$ cat config.mk
export PLATFORM = sky130hd
export DESIGN_NAME = scac_top
export DESIGN_NICKNAME = d
export VERILOG_FILES = /design/src/verilog/scac_pkg.sv /design/src/verilog/scac_tx_if.sv /design/src/verilog/scac_baud.sv /design/src/verilog/scac_top.sv /design/src/verilog/scac_tx.sv
export VERILOG_INCLUDE_DIRS = /design/src /design/src/verilog
export SDC_FILE = /design/constraint.sdc
export NUM_CORES = 1
export LEC_CHECK = 0
export BUFFER_PORTS_ARGS = -buffer_cell sky130_fd_sc_hd__buf_4
export CAP_MARGIN = 20
export CORE_AREA = 2 2 87 173
export CTS_CLUSTER_DIAMETER = 40
export DETAILED_ROUTE_END_ITERATION = 8
export DIE_AREA = 0 0 89 175
export GPL_TIMING_DRIVEN = 0
export PLACE_DENSITY = 0.77
export SYNTH_ARGS = -nofsm -noshare
export SYNTH_HDL_FRONTEND = slang
export SYNTH_HIERARCHICAL = 1
export SYNTH_SLANG_ARGS = --single-unit
export TNS_END_PERCENT = 20
$ cat constraint.sdc
create_clock -name pclk -period 3.23 [get_ports pclk]
set_clock_uncertainty 0.1 [all_clocks]
set_input_delay 0.646 -clock pclk [delete_from_list [all_inputs] [get_ports pclk]]
set_output_delay 0.646 -clock pclk [all_outputs]
set_load 0.02 [all_outputs]
$ cat src/verilog/scac_defs.svh
`ifndef SCAC_DEFS_SVH
`define SCAC_DEFS_SVH
// ==========================================
// Register indices, byte address is index * 4
`define SCAC_IDX_MODE 24'hFFF600
`define SCAC_IDX_CTRL 24'hFFF602
`define SCAC_IDX_TXHOLD 24'hFFF603
`define SCAC_IDX_STATUS 24'hFFF604
`define SCAC_IDX_RXHOLD 24'hFFF605
`define SCAC_IDX_DIVISOR 24'hFFF610
// ==========================================
// Field positions
`define SCAC_MODE_WLEN 6
`define SCAC_MODE_PAR 5
`define SCAC_MODE_STOP 3
`define SCAC_CTRL_TE 5
`define SCAC_CTRL_RE 4
`define SCAC_CTRL_CKS_HI 1
`define SCAC_ST_TX_BUFFER_EMPTY 7
`define SCAC_ST_RX_BUFFER_FULL 6
`define SCAC_ST_OVERRUN_FLAG 5
`define SCAC_ST_FER 4
`define SCAC_ST_PER 3
`define SCAC_ST_TEND 2
// ==========================================
// Reset values
`define SCAC_MODE_RST 8'h00
`define SCAC_CTRL_RST 8'h00
`define SCAC_TXHOLD_RST 8'h00
`define SCAC_DIV_RST 8'h35
// ==========================================
// Timing counts, sixteen ticks per bit
`define SCAC_TICK_LAST 4'hF
`define SCAC_TICK_MID 4'h7
`define SCAC_BIT_LAST_8 3'h7
`define SCAC_BIT_LAST_7 3'h6
`endif

$ cat src/verilog/scac_pkg.sv
`include "scac_defs.svh"
package scac_pkg;
   typedef enum logic [2:0] {SCAC_TX_IDLE = 3'b000, SCAC_TX_START = 3'b001, SCAC_TX_DATA = 3'b010,
      SCAC_TX_PARITY = 3'b011, SCAC_TX_STOP1 = 3'b100, SCAC_TX_STOP2 = 3'b101} scac_tx_state_t;
   typedef enum logic [2:0] {SCAC_RX_IDLE = 3'b000, SCAC_RX_START = 3'b001, SCAC_RX_DATA = 3'b010,
      SCAC_RX_PARITY = 3'b011, SCAC_RX_STOP = 3'b100} scac_rx_state_t;

   // Index of the last data bit for the word length
   function automatic logic [2:0] scac_last_bit(input logic seven);
      scac_last_bit = seven ? `SCAC_BIT_LAST_7 : `SCAC_BIT_LAST_8;
   endfunction : scac_last_bit
endpackage : scac_pkg

$ cat src/verilog/scac_tx_if.sv
`timescale 1ns/10ps
`default_nettype none
interface scac_tx_if;
   logic tick;
   logic word_length;
   logic parity_on;
   logic two_stop;
   logic enable;
   logic load;
   logic [7:0] data;
   logic busy;
   logic line;
   modport core (output tick, word_length, parity_on, two_stop, enable, load, data, input busy, line);
   modport shifter (input tick, word_length, parity_on, two_stop, enable, load, data, output busy, line);
endinterface : scac_tx_if
`default_nettype wire
$ cat src/verilog/scac_baud.sv
`timescale 1ns/10ps
`default_nettype none
module scac_baud import scac_pkg::*; (
   input wire logic pclk,
   input wire logic presetn,
   input wire logic ext_sel,
   input wire logic [7:0] divisor,
   input wire logic timer_clock_input,
   output logic tick
);
   logic [7:0] div_cnt;
   logic ext_prev;

   // Divider for the internal rate generator
   always_ff @(posedge pclk or negedge presetn) begin
      if (!presetn) begin
         div_cnt <= 8'h00;
      end else if (div_cnt >= divisor) begin
         div_cnt <= 8'h00;
      end else begin
         div_cnt <= div_cnt + 8'h01;
      end
   end

   // Previous level of the timer clock
   always_ff @(posedge pclk or negedge presetn) begin
      if (!presetn) begin
         ext_prev <= 1'b0;
      end else begin
         ext_prev <= timer_clock_input;
      end
   end

   // One tick per sample period from the chosen source
   always_ff @(posedge pclk or negedge presetn) begin
      if (!presetn) begin
         tick <= 1'b0;
      end else if (ext_sel) begin
         tick <= timer_clock_input & ~ext_prev;
      end else begin
         tick <= (div_cnt >= divisor);
      end
   end
endmodule : scac_baud
`default_nettype wire

$ cat src/verilog/scac_top.sv
`timescale 1ns/10ps
`default_nettype none
`include "scac_defs.svh"
module scac_top import scac_pkg::*; (
   input wire logic pclk,
   input wire logic presetn,
   input wire logic psel,
   input wire logic penable,
   input wire logic pwrite,
   input wire logic [31:0] paddr,
   input wire logic [31:0] pwdata,
   output logic [31:0] prdata,
   output logic pready,
   output logic pslverr,
   input wire logic rxd,
   output logic txd,
   input wire logic timer_clock_input,
   output logic tx_request,
   input wire logic dma_tx_write,
   input wire logic [7:0] dma_tx_data,
   output logic rx_request,
   input wire logic dma_rx_read,
   output logic [7:0] rx_holding_data
);
   // ==========================================
   // Declarations
   logic [7:0] serial_mode;
   logic [7:0] serial_control;
   logic [7:0] tx_holding_reg;
   logic [7:0] rx_holding_reg;
   logic [7:0] divisor;
   logic tx_buffer_empty;
   logic rx_buffer_full;
   logic overrun_flag;
   logic frame_err_flag;
   logic parity_err_flag;
   logic [4:0] seen_one;
   logic [7:0] status_value;
   logic access;
   logic wr_mode;
   logic wr_ctrl;
   logic wr_txhold;
   logic wr_status;
   logic wr_div;
   logic rd_status;
   logic mapped;
   logic tick;
   logic tx_start;
   logic te_fall;
   logic tx_end;
   scac_rx_state_t rx_state;
   logic [7:0] rx_shifter;
   logic [3:0] rx_tick_cnt;
   logic [2:0] rx_bit_cnt;
   logic rx_par_acc;
   logic rx_par_bad;
   logic rx_done;
   logic rx_stop_ok;
   logic rx_par_ok;
   logic rx_store;
   logic rx_overrun;

   scac_tx_if tx_link ();

   // ==========================================
   // Helpers
   // Address match for a register index
   function automatic logic reg_hit(input logic [31:0] addr, input logic [23:0] idx);
      reg_hit = (addr == {6'h00, idx, 2'b00});
   endfunction : reg_hit

   // Flag update, a set beats any clear
   function automatic logic next_flag(input logic cur, input logic set, input logic clr);
      next_flag = set ? 1'b1 : (clr ? 1'b0 : cur);
   endfunction : next_flag

   // Software clear: write 0 after the flag was read as 1
   function automatic logic sw_clear(input logic wr, input logic wbit, input logic seen);
      sw_clear = wr & ~wbit & seen;
   endfunction : sw_clear

   // ==========================================
   // APB decode
   assign access = psel & penable;
   assign pready = 1'b1;

   // Decode of the addressed register
   always_comb begin
      if (reg_hit(paddr, `SCAC_IDX_MODE)) begin
         mapped = 1'b1;
      end else if (reg_hit(paddr, `SCAC_IDX_CTRL)) begin
         mapped = 1'b1;
      end else if (reg_hit(paddr, `SCAC_IDX_TXHOLD)) begin
         mapped = 1'b1;
      end else if (reg_hit(paddr, `SCAC_IDX_STATUS)) begin
         mapped = 1'b1;
      end else if (reg_hit(paddr, `SCAC_IDX_RXHOLD)) begin
         mapped = 1'b1;
      end else if (reg_hit(paddr, `SCAC_IDX_DIVISOR)) begin
         mapped = 1'b1;
      end else begin
         mapped = 1'b0;
      end
   end

   assign pslverr = access & ~mapped;

   // Write strobes in the access phase
   assign wr_mode = access & pwrite & reg_hit(paddr, `SCAC_IDX_MODE);
   assign wr_ctrl = access & pwrite & reg_hit(paddr, `SCAC_IDX_CTRL);
   assign wr_txhold = access & pwrite & reg_hit(paddr, `SCAC_IDX_TXHOLD);
   assign wr_status = access & pwrite & reg_hit(paddr, `SCAC_IDX_STATUS);
   assign wr_div = access & pwrite & reg_hit(paddr, `SCAC_IDX_DIVISOR);
   assign rd_status = access & ~pwrite & reg_hit(paddr, `SCAC_IDX_STATUS);

   // Status image, low two bits read zero
   assign status_value = {tx_buffer_empty, rx_buffer_full, overrun_flag, frame_err_flag,
                          parity_err_flag, tx_end, 2'b00};

   // Read data captured in the setup phase
   always_ff @(posedge pclk or negedge presetn) begin
      if (!presetn) begin
         prdata <= 32'h0000_0000;
      end else if (psel & ~penable & ~pwrite) begin
         if (reg_hit(paddr, `SCAC_IDX_MODE)) begin
            prdata <= {24'h00_0000, serial_mode};
         end else if (reg_hit(paddr, `SCAC_IDX_CTRL)) begin
            prdata <= {24'h00_0000, serial_control};
         end else if (reg_hit(paddr, `SCAC_IDX_TXHOLD)) begin
            prdata <= {24'h00_0000, tx_holding_reg};
         end else if (reg_hit(paddr, `SCAC_IDX_STATUS)) begin
            prdata <= {24'h00_0000, status_value};
         end else if (reg_hit(paddr, `SCAC_IDX_RXHOLD)) begin
            prdata <= {24'h00_0000, rx_holding_reg};
         end else if (reg_hit(paddr, `SCAC_IDX_DIVISOR)) begin
            prdata <= {24'h00_0000, divisor};
         end else begin
            prdata <= 32'h0000_0000;
         end
      end
   end

   // ==========================================
   // Configuration registers
   always_ff @(posedge pclk or negedge presetn) begin
      if (!presetn) begin
         serial_mode <= `SCAC_MODE_RST;
      end else if (wr_mode) begin
         serial_mode <= pwdata[7:0];
      end
   end

   // Enables and clock select
   always_ff @(posedge pclk or negedge presetn) begin
      if (!presetn) begin
         serial_control <= `SCAC_CTRL_RST;
      end else if (wr_ctrl) begin
         serial_control <= pwdata[7:0];
      end
   end

   // Internal generator divisor
   always_ff @(posedge pclk or negedge presetn) begin
      if (!presetn) begin
         divisor <= `SCAC_DIV_RST;
      end else if (wr_div) begin
         divisor <= pwdata[7:0];
      end
   end

   // Holding byte from software or DMA
   always_ff @(posedge pclk or negedge presetn) begin
      if (!presetn) begin
         tx_holding_reg <= `SCAC_TXHOLD_RST;
      end else if (dma_tx_write) begin
         tx_holding_reg <= dma_tx_data;
      end else if (wr_txhold) begin
         tx_holding_reg <= pwdata[7:0];
      end
   end

   // ==========================================
   // Bit clock
   scac_baud u_baud (
      .pclk(pclk),
      .presetn(presetn),
      .ext_sel(serial_control[`SCAC_CTRL_CKS_HI]),
      .divisor(divisor),
      .timer_clock_input(timer_clock_input),
      .tick(tick)
   );

   // ==========================================
   // Transmitter
   assign tx_start = serial_control[`SCAC_CTRL_TE] & ~tx_buffer_empty & ~tx_link.busy;
   assign te_fall = wr_ctrl & serial_control[`SCAC_CTRL_TE] & ~pwdata[`SCAC_CTRL_TE];
   assign tx_end = tx_buffer_empty & ~tx_link.busy;

   // Shifter link
   assign tx_link.tick = tick;
   assign tx_link.word_length = serial_mode[`SCAC_MODE_WLEN];
   assign tx_link.parity_on = serial_mode[`SCAC_MODE_PAR];
   assign tx_link.two_stop = serial_mode[`SCAC_MODE_STOP];
   assign tx_link.enable = serial_control[`SCAC_CTRL_TE];
   assign tx_link.load = tx_start;
   assign tx_link.data = tx_holding_reg;
   assign txd = tx_link.line;

   scac_tx u_tx (
      .pclk(pclk),
      .presetn(presetn),
      .tx(tx_link)
   );

   // ==========================================
   // Receiver
   // Sixteen-times sampling, start checked at mid bit
   always_ff @(posedge pclk or negedge presetn) begin
      if (!presetn) begin
         rx_state <= SCAC_RX_IDLE;
         rx_shifter <= 8'h00;
         rx_tick_cnt <= 4'h0;
         rx_bit_cnt <= 3'h0;
         rx_par_acc <= 1'b0;
         rx_par_bad <= 1'b0;
      end else if (!serial_control[`SCAC_CTRL_RE]) begin
         rx_state <= SCAC_RX_IDLE;
      end else if (tick) begin
         rx_tick_cnt <= rx_tick_cnt + 4'h1;
         case (rx_state)
            SCAC_RX_IDLE: begin
               rx_tick_cnt <= 4'h0;
               rx_par_acc <= 1'b0;
               rx_par_bad <= 1'b0;
               if (!rxd) begin
                  rx_state <= SCAC_RX_START;
               end
            end
            SCAC_RX_START: begin
               if (rx_tick_cnt == `SCAC_TICK_MID) begin
                  rx_tick_cnt <= 4'h0;
                  rx_bit_cnt <= 3'h0;
                  rx_state <= rxd ? SCAC_RX_IDLE : SCAC_RX_DATA;
               end
            end
            SCAC_RX_DATA: begin
               if (rx_tick_cnt == `SCAC_TICK_LAST) begin
                  rx_shifter <= {rxd, rx_shifter[7:1]};
                  rx_par_acc <= rx_par_acc ^ rxd;
                  rx_bit_cnt <= rx_bit_cnt + 3'h1;
                  if (rx_bit_cnt == scac_last_bit(serial_mode[`SCAC_MODE_WLEN])) begin
                     rx_state <= serial_mode[`SCAC_MODE_PAR] ? SCAC_RX_PARITY : SCAC_RX_STOP;
                  end
               end
            end
            SCAC_RX_PARITY: begin
               if (rx_tick_cnt == `SCAC_TICK_LAST) begin
                  rx_par_bad <= rx_par_acc ^ rxd;
                  rx_state <= SCAC_RX_STOP;
               end
            end
            default: begin
               // Only the first stop bit is sampled, then idle hunts again
               if (rx_tick_cnt == `SCAC_TICK_LAST) begin
                  rx_state <= SCAC_RX_IDLE;
               end
            end
         endcase
      end
   end

   // Completion pulse with the frame checks
   always_ff @(posedge pclk or negedge presetn) begin
      if (!presetn) begin
         rx_done <= 1'b0;
         rx_stop_ok <= 1'b0;
         rx_par_ok <= 1'b0;
      end else begin
         rx_done <= serial_control[`SCAC_CTRL_RE] & tick & (rx_state == SCAC_RX_STOP)
                    & (rx_tick_cnt == `SCAC_TICK_LAST);
         rx_stop_ok <= rxd;
         rx_par_ok <= ~rx_par_bad;
      end
   end

   assign rx_overrun = rx_done & rx_buffer_full;
   assign rx_store = rx_done & ~rx_buffer_full & rx_stop_ok & rx_par_ok;

   // Received byte, dropped on overrun
   always_ff @(posedge pclk or negedge presetn) begin
      if (!presetn) begin
         rx_holding_reg <= 8'h00;
      end else if (rx_store) begin
         rx_holding_reg <= serial_mode[`SCAC_MODE_WLEN] ? {1'b0, rx_shifter[7:1]} : rx_shifter;
      end
   end

   assign rx_holding_data = rx_holding_reg;

   // ==========================================
   // Status flags
   // Read-as-one memory for the clearable flags
   always_ff @(posedge pclk or negedge presetn) begin
      if (!presetn) begin
         seen_one <= 5'h00;
      end else if (rd_status) begin
         seen_one <= prdata[7:3];
      end else if (wr_status) begin
         seen_one <= 5'h00;
      end
   end

   // Transmit holding empty
   always_ff @(posedge pclk or negedge presetn) begin
      if (!presetn) begin
         tx_buffer_empty <= 1'b1;
      end else begin
         tx_buffer_empty <= next_flag(tx_buffer_empty, tx_start | te_fall,
            sw_clear(wr_status, pwdata[`SCAC_ST_TX_BUFFER_EMPTY], seen_one[4]) | dma_tx_write);
      end
   end

   // Receive holding full, rx_enable plays no part in clearing it
   always_ff @(posedge pclk or negedge presetn) begin
      if (!presetn) begin
         rx_buffer_full <= 1'b0;
      end else begin
         rx_buffer_full <= next_flag(rx_buffer_full, rx_store,
            sw_clear(wr_status, pwdata[`SCAC_ST_RX_BUFFER_FULL], seen_one[3]) | dma_rx_read);
      end
   end

   // Overrun
   always_ff @(posedge pclk or negedge presetn) begin
      if (!presetn) begin
         overrun_flag <= 1'b0;
      end else begin
         overrun_flag <= next_flag(overrun_flag, rx_overrun,
            sw_clear(wr_status, pwdata[`SCAC_ST_OVERRUN_FLAG], seen_one[2]));
      end
   end

   // Framing and parity errors
   always_ff @(posedge pclk or negedge presetn) begin
      if (!presetn) begin
         frame_err_flag <= 1'b0;
         parity_err_flag <= 1'b0;
      end else begin
         frame_err_flag <= next_flag(frame_err_flag, rx_done & ~rx_buffer_full & ~rx_stop_ok,
            sw_clear(wr_status, pwdata[`SCAC_ST_FER], seen_one[1]));
         parity_err_flag <= next_flag(parity_err_flag, rx_done & ~rx_buffer_full & ~rx_par_ok,
            sw_clear(wr_status, pwdata[`SCAC_ST_PER], seen_one[0]));
      end
   end

   // DMA requests follow the flags, tx_request only while the transmitter is enabled
   assign tx_request = tx_buffer_empty & serial_control[`SCAC_CTRL_TE];
   assign rx_request = rx_buffer_full;
endmodule : scac_top
`default_nettype wire

$ cat src/verilog/scac_tx.sv
`timescale 1ns/10ps
`default_nettype none
`include "scac_defs.svh"
module scac_tx import scac_pkg::*; (
   input wire logic pclk,
   input wire logic presetn,
   scac_tx_if.shifter tx
);
   scac_tx_state_t state;
   logic [7:0] tx_shifter;
   logic [3:0] tick_cnt;
   logic [2:0] bit_cnt;
   logic parity;

   assign tx.busy = (state != SCAC_TX_IDLE);

   // Frame sequencer, line idles high
   always_ff @(posedge pclk or negedge presetn) begin
      if (!presetn) begin
         state <= SCAC_TX_IDLE;
         tx_shifter <= 8'h00;
         tick_cnt <= 4'h0;
         bit_cnt <= 3'h0;
         parity <= 1'b0;
         tx.line <= 1'b1;
      end else if (!tx.enable) begin
         state <= SCAC_TX_IDLE;
         tx.line <= 1'b1;
      end else if (state == SCAC_TX_IDLE) begin
         if (tx.load) begin
            tx_shifter <= tx.data;
            parity <= tx.word_length ? ^tx.data[6:0] : ^tx.data; // Even parity
            tick_cnt <= 4'h0;
            tx.line <= 1'b0;
            state <= SCAC_TX_START;
         end
      end else if (tx.tick) begin
         if (tick_cnt != `SCAC_TICK_LAST) begin
            tick_cnt <= tick_cnt + 4'h1;
         end else begin
            tick_cnt <= 4'h0;
            case (state)
               SCAC_TX_START: begin
                  bit_cnt <= 3'h0;
                  tx.line <= tx_shifter[0];
                  tx_shifter <= {1'b0, tx_shifter[7:1]};
                  state <= SCAC_TX_DATA;
               end
               SCAC_TX_DATA: begin
                  if (bit_cnt == scac_last_bit(tx.word_length)) begin
                     tx.line <= tx.parity_on ? parity : 1'b1;
                     state <= tx.parity_on ? SCAC_TX_PARITY : SCAC_TX_STOP1;
                  end else begin
                     bit_cnt <= bit_cnt + 3'h1;
                     tx.line <= tx_shifter[0];
                     tx_shifter <= {1'b0, tx_shifter[7:1]};
                  end
               end
               SCAC_TX_PARITY: begin
                  tx.line <= 1'b1;
                  state <= SCAC_TX_STOP1;
               end
               SCAC_TX_STOP1: begin
                  state <= tx.two_stop ? SCAC_TX_STOP2 : SCAC_TX_IDLE;
               end
               default: begin
                  state <= SCAC_TX_IDLE;
               end
            endcase
         end
      end
   end
endmodule : scac_tx
`default_nettype wire

==> results of run 1 <==
-- cells by family after synthesis --
family / Yosys count / share of synthesized area
xor gates and xnor gates: 17 / 0.02572
muxes: 59 / 0.1013
adders and majority gates: 13 / 0.02572
DFF: 111 / 0.4404
buffers and inverters: 70 / 0.06271
AOI/OAI and AO/OA: 125 / 0.1385
and+or+nand+nor: 230 / 0.2045
other: 2 / 0.001187
-- final cells by class --
| class | instances | area [um2] | share of cell area |
|---|---|---|---|
| well taps | 192 | 240.2 | 0.03145 |
| repair buffers | 77 | 598.1 | 0.07831 |
| flip-flops and latches | 111 | 2785 | 0.3647 |
| clock buffers | 12 | 256.5 | 0.03358 |
| plain buffers | 49 | 317.8 | 0.04161 |
| multi-input cells | 469 | 3282 | 0.4297 |
| clock inverters | 4 | 77.57 | 0.01016 |
| inverters | 21 | 80.08 | 0.01048 |
-- worst max-delay path by stage --
stage	from	endpoint	slack, ns	depth (start not counted)
floorplan	paddr[30]	pslverr	0.47	6
global placement	u_tx/state[1]	u_tx/tx.line	-0.27	7
detailed placement	u_tx/state[1]	u_tx/tx.line	-0.28	7
CTS	u_tx/state[1]	u_tx/tx.line	0.03	7
global route	paddr[10]	pslverr	-0.03	8
finish	paddr[10]	pslverr	0.04	8
-- worst reg2reg max path, delay by kind of cell (launching register included) --
kind | cells | cell delay [ns]
and+or+nand+nor | 3 | 1.38
DFF | 1 | 0.39
buffers and inverters | 2 | 0.51
AOI/OAI and AO/OA | 2 | 0.57
-- metrics by stage --
| step | cells | setup slack, ns | setup TNS [ns] | area, um2 |
|---|---|---|---|---|
| after floorplan | 650 | 0.4742 | 0 | 6411 |
| after global placement | 918 | -0.2734 | -2.060 | 7222 |
| after detailed placement | 919 | -0.2804 | -1.709 | 7249 |
| after CTS | 935 | 0.03035 | 0 | 7599 |
| after global routing | 935 | -0.03096 | -0.03268 | 7637 |
| final | 935 | 0.03554 | 0 | 7637 |
-- power groups by stage --
stage	registers [mW]	clock network (mW)	logic (mW)
final	1.44	1.23	0.283
after global routing	1.44	1.29	0.309
after CTS	1.44	1.25	0.281
after detailed placement	1.47	0	0.280
after global placement	1.47	0	0.271
after floorplan	1.47	0	0.125
-- metal layers --
metal | up-vias | routed length, um | track usage
met4 | 0 | 995 | 0.1343
met3 | 58 | 658 | 0.02976
li1 | 2432 | - | -
met2 | 185 | 9179 | 0.3980
met5 | - | 0 | 0
met1 | 2489 | 5780 | 0.2317
-- placed cells by master (no fill, tap or decap), types with 6 or more instances in the layout --
cell and n:
sky130_fd_sc_hd__xor2_1 10, sky130_fd_sc_hd__nor2_1 38, sky130_fd_sc_hd__mux2i_1 19, sky130_fd_sc_hd__inv_1 20, sky130_fd_sc_hd__dfrtp_1 105, sky130_fd_sc_hd__nand2b_1 17
sky130_fd_sc_hd__o21ai_0 39, sky130_fd_sc_hd__nand4_1 10, sky130_fd_sc_hd__ha_1 13, sky130_fd_sc_hd__dfstp_2 6, sky130_fd_sc_hd__xnor2_1 6, sky130_fd_sc_hd__nand2_1 72
sky130_fd_sc_hd__clkbuf_16 9, sky130_fd_sc_hd__and2_1 6, sky130_fd_sc_hd__a21oi_1 14, sky130_fd_sc_hd__nor3_1 6, sky130_fd_sc_hd__buf_4 105, sky130_fd_sc_hd__mux2_2 40
sky130_fd_sc_hd__clkbuf_1 13, sky130_fd_sc_hd__o21ai_1 8, sky130_fd_sc_hd__a22o_1 6, sky130_fd_sc_hd__nand3_1 19, sky130_fd_sc_hd__conb_1 25
-- repair_timing --
| action | in CTS | in global routing |
|---|---|---|
| hold buffers | 0 | 0 |
| pin swaps | 0 | 1 |
| resized for setup | 6 | 6 |
| setup endpoints to repair | 11 | 4 |
==> results.txt, run 1 <==
In the final design database the tool counted 832 nets. The run finished with clean final reports. In the synthesized netlist the async set-or-reset flop fraction comes to 1.000. The number of pins with negative max-slew slack in the final report came to 0. The final-report setup violation count came out at 0. After floorplanning, the core was divided into 62 placement rows. The number of different library cells used by synthesis comes to 86. The portion of total power attributed to the clock network is 0.416.

Together, buffers and inverters on the worst path number 3. The CTS buffer count is 9. The final RePlAce weighted congestion came out at 0.8965. The clock latency on the worst-skew pair came out at 0.34 ns. The global-route usage over all layers is 0.2207. The total of warnings raised by yosys is 6. The post-route fraction of the period consumed by the critical path came out at 0.9890. Walking the worst path, the cells encountered are buf_4 > nor4bb_2 > and3_4 > buf_4 > nand3_1 > a2111oi_4 > nor3_1 > buf_4.

The number of endpoints with negative hold slack in the final report is 0. The repair_antennas step left the layout with diodes totalling 0. The area growth from synthesis to layout is 20.75%. The global-route wire length before repair came out at 26360 um. The minimum clock period after layout came out at 3.194 ns.

The initial core utilization is 0.4431. Of the total power, the share spent switching nets is 0.2317. The flip-flop and latch count after synthesis came out at 111. Buffers placed on the I/O ports in this run total 76. The highest achievable clock rate came out at 0.3130 GHz.

The transition time of the tightest slew-check pin came out at 0.7134 ns. The tightest min-delay check is of the input port to asynchronous set/reset pin type. The library cell appearing most often on the critical path is sky130_fd_sc_hd__buf_4. After synthesis, the cell types taking the most area are sky130_fd_sc_hd__dfrtp_1 (42%), sky130_fd_sc_hd__mux2_2 (7.1%), sky130_fd_sc_hd__nand2_1 (4.3%), sky130_fd_sc_hd__buf_4 (3.4%), sky130_fd_sc_hd__o21ai_0 (3.1%). The startpoint identified for the worst register-to-register timing path is u_tx/state[1]. The via total after detailed routing is 5164. The tightest hold margin is 0.2259 ns. Measured against its own limit, the worst slew margin works out to 0.5177.

The top cell type by total area after synthesis is sky130_fd_sc_hd__dfrtp_1. The critical path class is input port to primary output. The largest individual stage delay along the critical path comes from the cell sky130_fd_sc_hd__a2111oi_4.

After clock tree synthesis, the clock-pin slew on the worst setup and hold paths is 0.07 ns. The share of synthesized area occupied by flip-flops and latches came out at 0.4404. The switching component of the power is 683.5 uW. The overall die width came out at 89 um. Setup slack on the worst reg-to-reg path comes out at 0.17 ns. The combinational share of power came out at 0.096.

The core box area came out at 0.01427 mm2. The endpoint arrival time on the critical path is 2.45 ns. Counting the fill cells in the layout gives 1334. Of the post-synthesis cell area, the dominant cell type holds 0.4154. The max-cap violation count came out at 0. In this design, the stage delay of the slowest critical-path cell is 0.41 ns.

The starting DRC count in detailed routing came out at 345. The power after layout is 2.950 mW. The total number of clock tree sinks came out at 111. Once detail routing completed, the nets flagged for antenna violations numbered 0. The die is 175 um tall. The worst vdd rail ir drop is 0.0002904 V. The data required time of the critical path is 2.48 ns. The via count of the first global-routing pass is 5307. The total power divided by cell area is 386.2 mW/mm2. The average cell area after synthesis is 10.09 um2.

STA classifies the critical path endpoint as a primary output. The total die area came out at 0.01558 mm2. The post-CTS setup-driven buffer insertion count came out at 0. The CTS tree is done. The fraction of final layout cells with drive strength greater than 1 is 0.2786. In the final routed layout, each cell accounts on average for 17.77 um.

The worst setup path is launched from an input port. At the end of the flow the core is filled with cells to 0.5351. The initial antenna violation count was 0. The final HPWL from detailed placement is 12840 um. In the synthesized netlist, the cells that appear most often are sky130_fd_sc_hd__dfrtp_1 (105), sky130_fd_sc_hd__nand2_1 (72), sky130_fd_sc_hd__mux2_2 (40).

The number of enable-type register cells in the synthesized netlist is 0. The portion of total power attributed to sequential cells is 0.488. The root buffer cell chosen for the clock tree is sky130_fd_sc_hd__clkbuf_16. Summed over all cells, the static leakage comes to 3.392 nW. No sink is reached through more buffers than the 2 on the longest clock path. The pin count of the biggest net entering global routing is 64. The main flop type after synthesis is sky130_fd_sc_hd__dfrtp_1. The area of the mapped netlist came out at 0.006325 mm2. In this run the critical register-to-register path is captured at u_tx/tx.line. Cell internal power was estimated by the tool at 2.266 mW. The most common cell in the synthesized netlist is sky130_fd_sc_hd__dfrtp_1. The count of unresolved DRC violations after routing is 0.

The cell family contributing the most delay on the critical path is simple AND/OR/NAND/NOR gates. The highest net fanout along the worst path came out at 10. The number of search-and-repair iterations in the first detailed-routing pass came out at 5.

The number of cells on the worst reg-to-reg path is 7. Synthesis produced 627 cells. The aggregate global routing overflow came out at 0.

The H-tree generated during clock tree synthesis spans 3 levels. The average via count per standard cell is 5.523. The final routed wirelength across all metal layers is 16620 um.

The boundary pin count is 126.
No activity file was read; power rests on OpenSTA's default activity.
==> run 2: changes to the inputs <==
Settings changed: GPL_ROUTABILITY_DRIVEN set to 0.
Clock period 3.23 ns to 3.2 ns, I/O delays scaled along.
==> results.txt, run 2 (synthesis gave the netlist of run 1 again) <==
The endpoint identified for the worst register-to-register timing path is u_tx/tx.line. The data required time of the critical path is 2.46 ns. The number of pins with negative max-slew slack in the final report came to 0. After legalization and detailed placement, the total HPWL measured 12840 um.

The average via count per standard cell came out at 5.530. In this run the worst hold path is classified as input port to asynchronous set/reset pin. The hold buffer count at cts came out at 0. The total of buffers placed on input and output ports came out at 76. The most numerous cell type found on the critical path is sky130_fd_sc_hd__buf_4. The count of unresolved DRC violations after routing came out at 0.

The minimum clock period after layout came out at 3.192 ns. At the end of the flow, the number of nets in the layout was 832. The fraction of final layout cells with drive strength greater than 1 came out at 0.2786.

The register-to-register path setup slack came out at 0.19 ns. The starting DRC count in detailed routing came out at 352. The routed layout has 5171 vias. The origin of the critical flop-to-flop path is u_tx/state[1].

The detail route stage leaves a number of antenna-violating nets equal to 0. The clock-pin slew on the worst setup and hold paths is 0.07 ns. At the end of the flow the core is filled with cells to 0.5351. The CTS tree is done. The pin count of the biggest net entering global routing is 64.

The repair_antennas step left the layout with diodes totalling 0. The area growth from synthesis to layout is 20.75%. Across the VDD grid, the largest voltage drop is 0.0002919 V. The delay of the slowest critical-path stage is 0.42 ns. The library cells used most frequently in the layout, excluding fill and tap cells, are sky130_fd_sc_hd__buf_4 (105), sky130_fd_sc_hd__dfrtp_1 (105), sky130_fd_sc_hd__nand2_1 (72). The total power divided by cell area came out at 390.1 mW/mm2.

The worst slew margin relative to its limit is 0.4902. The max-cap violation count is 0. The placed cell count came out at 919. The number of search-and-repair iterations in the first detailed-routing pass came out at 5.

The run finished with clean final reports. The H-tree level count is 3. The tightest hold margin is 0.2185 ns. The worst setup path is of the input port to primary output kind. The core box area came out at 0.01427 mm2. Derived from the worst setup path, the maximum achievable clock frequency is 0.3133 GHz. Traced cell by cell, the critical path runs through buf_4 > nor4bb_2 > and3_4 > buf_4 > nand3_1 > a2111oi_4 > nor3_1 > buf_4. The via count of the first global-routing pass came to 5307. The number of cells on the worst reg-to-reg path came out at 7.

The transition time of the tightest slew-check pin is 0.7540 ns. The static leakage came out at 3.392 nW. The final routed wirelength across all metal layers is 16640 um. After routing the design area is 0.007637 mm2.

The total number of clock tree sinks is 111. The boundary pin count is 126. The CTS buffer count came out at 9.

The number of endpoints with negative hold slack in the final report came out at 0. Row generation in the floorplan step produced 62 rows. The post-route fraction of the period consumed by the critical path is 0.9975.

Overall power consumption after layout is estimated at 2.979 mW. The aggregate global routing overflow came out at 0. The global-route usage over all layers is 0.2207.

The count of buffering cells on the critical path with inverters included came out at 3. The post-placement setup slack is -0.3104 ns. The die covers 0.01558 mm2. The fill cell total of the finished layout is 1334.

The initial core utilization came out at 0.4431. The clock latency on the worst-skew pair came out at 0.35 ns. The endpoint arrival time on the critical path is 2.45 ns. After detailed placement, the total cell area comes to 0.007249 mm2. After layout, the worst setup slack is 0.008123 ns. The initial antenna violation count came to 0. The final-report setup violation count is 0. The global-route wire length before repair came out at 26360 um. The floorplan step set the die height to 175 um.

The routed wire length per instance came out at 17.79 um. The total negative slack came out at 0 ns. From left edge to right edge, the die measures 89 um. The highest net fanout along the worst path is 10. The category of the worst setup path launch point is an input port. Among cell families on the critical path, the largest total delay comes from simple AND/OR/NAND/NOR gates. The root buffer cell chosen for the clock tree is sky130_fd_sc_hd__clkbuf_16. The cell at the slowest stage of the critical path is sky130_fd_sc_hd__a2111oi_4. Leaving out filler cells and counting taps, the final layout contains 935.

In this run the deepest clock path goes through 2 buffers. The kind of capture point of the worst setup path is a primary output.
==> run 2: cell counts in the layout (fill, tap and decap cells not counted) <==
Identical to the previous run, type by type.
==> run 2: what timing repair did <==
item                       4_1_cts  5_1_grt
setup endpoints to repair       12        7
setup buffers                    0        0
pin swaps                        0        2
resized for setup                6        6
cloned                           0        0
==> run 2: worst max-delay path by stage <==
stage                              end          start  depth (start not counted)
final                          pslverr      paddr[10]                          8
after global routing           pslverr      paddr[10]                          8
after CTS                 u_tx/tx.line  u_tx/state[1]                          7
after detailed placement  u_tx/tx.line  u_tx/state[1]                          7
after global placement    u_tx/tx.line  u_tx/state[1]                          7
after floorplan           u_tx/tx.line  u_tx/state[1]                          7
==> run 2: final cells by class <==
cell class,instances,area (um2),area share
buffer,49,317.8,0.04161
clock buffer,12,256.5,0.03358
clock inverter,4,77.57,0.01016
inverter,21,80.08,0.01048
multi-input combinational,469,3282,0.4297
sequential,111,2785,0.3647
tap,192,240.2,0.03145
timing repair buffer,77,598.1,0.07831
==> run 2: routing by layer <==
layer,vias up,routed length (um),GRT usage,share of wire
li1,2430,-,-,-
met1,2518,5818,0.2317,0.35
met4,0,973,0.1343,0.058
met2,166,9215,0.3980,0.55
met5,-,0,0,0
met3,57,628,0.02976,0.038
==> run 2: worst reg2reg max path, cell delays in order (launching register included) <==
cell                       delay (ns)
sky130_fd_sc_hd__dfrtp_1         0.39
sky130_fd_sc_hd__clkbuf_1        0.23
sky130_fd_sc_hd__nor3_4          0.34
sky130_fd_sc_hd__clkinv_2        0.28
sky130_fd_sc_hd__nor3b_2         0.34
sky130_fd_sc_hd__or4b_2          0.66
sky130_fd_sc_hd__a21boi_0        0.19
sky130_fd_sc_hd__o311ai_0        0.38
==> run 2: where the power goes <==
part / switching [mW] / internal [mW] / total [mW]
Sequential: 0.0291 / 1.42 / 1.45
Combinational: 0.155 / 0.131 / 0.286
Clock: 0.507 / 0.733 / 1.24
==> run 3: changes to the inputs <==
Settings changed: CORE_AREA 2 2 87 173 to 2 2 122 124, DIE_AREA 0 0 89 175 to 0 0 124 126.
==> results.txt, run 3 (synthesis gave the netlist of run 1 again) <==
The run finished with clean final reports. The aggregate global routing overflow came out at 0. The final routed wirelength across all metal layers came out at 15150 um. The critical path class is input port to primary output.

Leaving out fill and tap cells, the most frequent cells in the layout are sky130_fd_sc_hd__buf_4 (105), sky130_fd_sc_hd__dfrtp_1 (105), sky130_fd_sc_hd__nand2_1 (72). The routed wire length per instance is 16.34 um. The tightest hold margin came out at 0.1694 ns.

The via count of the first global-routing pass is 4880. The switching component of the power is 678.3 uW. The CTS buffer count came out at 9. The count of buffers added on input and output ports is 76. Relative to the synthesized area, the layout overhead comes to 20.06%. The total die area came out at 0.01562 mm2. The endpoint identified for the worst register-to-register timing path is u_tx/tx.line. The initialized floorplan defines 44 standard-cell rows. TritonCTS built the clock tree. The portion of total power attributed to the clock network is 0.398. In this run the post-CTS setup repair buffer count came out at 0. The combinational share of power is 0.097.

The largest single stage delay on the critical path is 0.36 ns. The fraction of final layout cells with drive strength greater than 1 came out at 0.2773. The number of cells on the worst reg-to-reg path came out at 7.

The floorplan step set the die width to 124 um. The number of pins with negative max-slew slack in the final report is 0. The post-route fraction of the period consumed by the critical path is 0.9550. The slowest stage of the critical path belongs to the cell sky130_fd_sc_hd__a2111oi_4. The number of diodes added for antenna fixing is 0. The highest achievable clock rate is 0.3272 GHz. The residual antenna-violating net count after detailed routing is 0. The total number of clock tree sinks came out at 111.

The setup slack after layout is 0.1441 ns. The initial antenna violation count came out at 0. The count of unresolved DRC violations after routing is 0. The boundary pin count is 126. The worst slew margin relative to its limit is 0.5578. The starting DRC count in detailed routing came out at 362. The endpoint arrival time on the critical path came out at 2.32 ns. The met3 layer wire length in the routed design is 697 um. Clock-pin slew was measured on the worst setup and hold paths at 0.07 ns. The class of the tightest hold or removal check is input port to asynchronous set/reset pin. Across every metal layer, demand over resource in global routing totals 0.1991. In the final routing, the length of wire on met1 measures 6583 um. The final-report setup violation count came out at 0.

The first global-routing pass estimated 24140 um of wire. In this run the top signal layer used is met4. For the pin with the worst max-slew slack, the measured transition is 0.6632 ns. Summed over all cells, the static leakage comes to 3.380 nW. The H-tree level count is 3.

Entering global routing, the biggest net connects 72 pins. The max-cap violation count is 0. Among the stages of the critical path, the cell type that occurs most often is sky130_fd_sc_hd__buf_4. The average via count per standard cell came out at 5.557. The floorplan step defined a core boundary enclosing 0.01431 mm2. After detailed routing, the met2 layer carries 7418 um of wire. The minimum clock period after layout is 3.056 ns. Setup repair after global routing left no endpoint under its margin. Of the total power, the share spent switching nets is 0.2352. The number of search-and-repair iterations in the first detailed-routing pass came out at 6. The register-to-register path setup slack came out at 0.33 ns. The final HPWL from detailed placement is 11050 um. The post-placement setup slack came out at -0.1800 ns. The hold buffer count at cts is 0. The count of nets after finishing came out at 832. The worst setup path is launched from an input port. Walking the worst path, the cells encountered are buf_4 > nor4_4 > and4_2 > buf_4 > nand3_1 > a2111oi_4 > nor3_1 > buf_4. At the worst endpoint, the required time is 2.46 ns. The cell sitting at the root of the clock tree is a sky130_fd_sc_hd__clkbuf_16. The startpoint identified for the worst register-to-register timing path is u_tx/state[1].

The die height is 126 um. The via total after detailed routing came out at 5151. The internal power consumption came out at 2.206 mW.

The number of endpoints with negative hold slack in the final report is 0. The total power divided by cell area is 379.9 mW/mm2. The portion of total power attributed to sequential cells came out at 0.504. The worst vdd rail ir drop is 0.0002244 V.

The highest net fanout along the worst path is 10. The initial core utilization is 0.4419. The maximum root-to-sink buffer count is 2. The clock reaches the later pin of the worst-skew pair after 0.36 ns. STA classifies the critical path endpoint as a primary output. The filler cells instantiated in the layout total 1300.
## run 3: changes by cell type in the layout (fill, tap and decap cells not counted), sizes merged
| cell | change |
|---|---|
| clkbuf | +1 |
| clkinv | -1 |
| inv | +1 |
| bufinv | -1 |
## run 3: critical path, delay by kind of cell
family,cells,cell delay (ns)
simple gates,4,0.83
buf+inv,3,0.48
compound gates,1,0.36
## run 3: final cells by class
type,instances,area (um2),area share
Buffer,49,317.8,0.04185
Clock buffer,13,260.3,0.03427
Clock inverter,3,43.79,0.005767
Inverter,21,81.33,0.01071
Multi-Input combinational cell,469,3277,0.4315
Sequential cell,111,2785,0.3668
Tap cell,184,230.2,0.03032
Timing Repair Buffer,77,598.1,0.07876
## run 3: worst max-delay path by stage
stage                   from            to  slack, ns  cells after the start
2_1_floorplan  u_tx/state[1]  u_tx/tx.line       0.45                      7
4_1_cts             paddr[1]       pslverr      0.007                      8
5_1_grt             paddr[1]       pslverr       0.03                      8
3_3_place_gp   u_tx/state[1]  u_tx/tx.line      -0.17                      7
6_report            paddr[1]       pslverr       0.14                      8
3_5_place_dp   u_tx/state[1]  u_tx/tx.line      -0.18                      7
## run 3: timing repair
| action | in CTS | in global routing |
|---|---|---|
| resized for setup | 2 | 9 |
| endpoints found under the setup margin | 10 | 7 |
| pin swaps | 0 | 1 |
## run 3: power by group through the flow
stage,registers (mW),logic (mW),clock network (mW)
6_report,1.45,0.281,1.15
5_1_grt,1.46,0.305,1.23
4_1_cts,1.45,0.280,1.17
3_5_place_dp,1.48,0.278,0
3_3_place_gp,1.48,0.269,0
2_1_floorplan,1.48,0.126,0
## run 3: through the flow
step	instance area, um2	total power [mW]	cells	utilization	TNS, ns
2_1_floorplan	6411	1.608	650	-	0
3_3_place_gp	7212	1.750	910	0.5038	-0.4552
3_5_place_dp	7239	1.760	911	0.5058	-0.4766
4_1_cts	7551	2.903	927	0.5275	0
5_1_grt	7594	2.988	927	0.5305	0
6_report	7594	2.885	927	0.5305	0
## run 3: per-layer routing
layer | vias to the layer above | GRT usage
met4 | 0 | 0.08592
li1 | 2447 | -
met2 | 168 | 0.3219
met1 | 2509 | 0.2656
met3 | 27 | 0.02899
met5 | - | 0
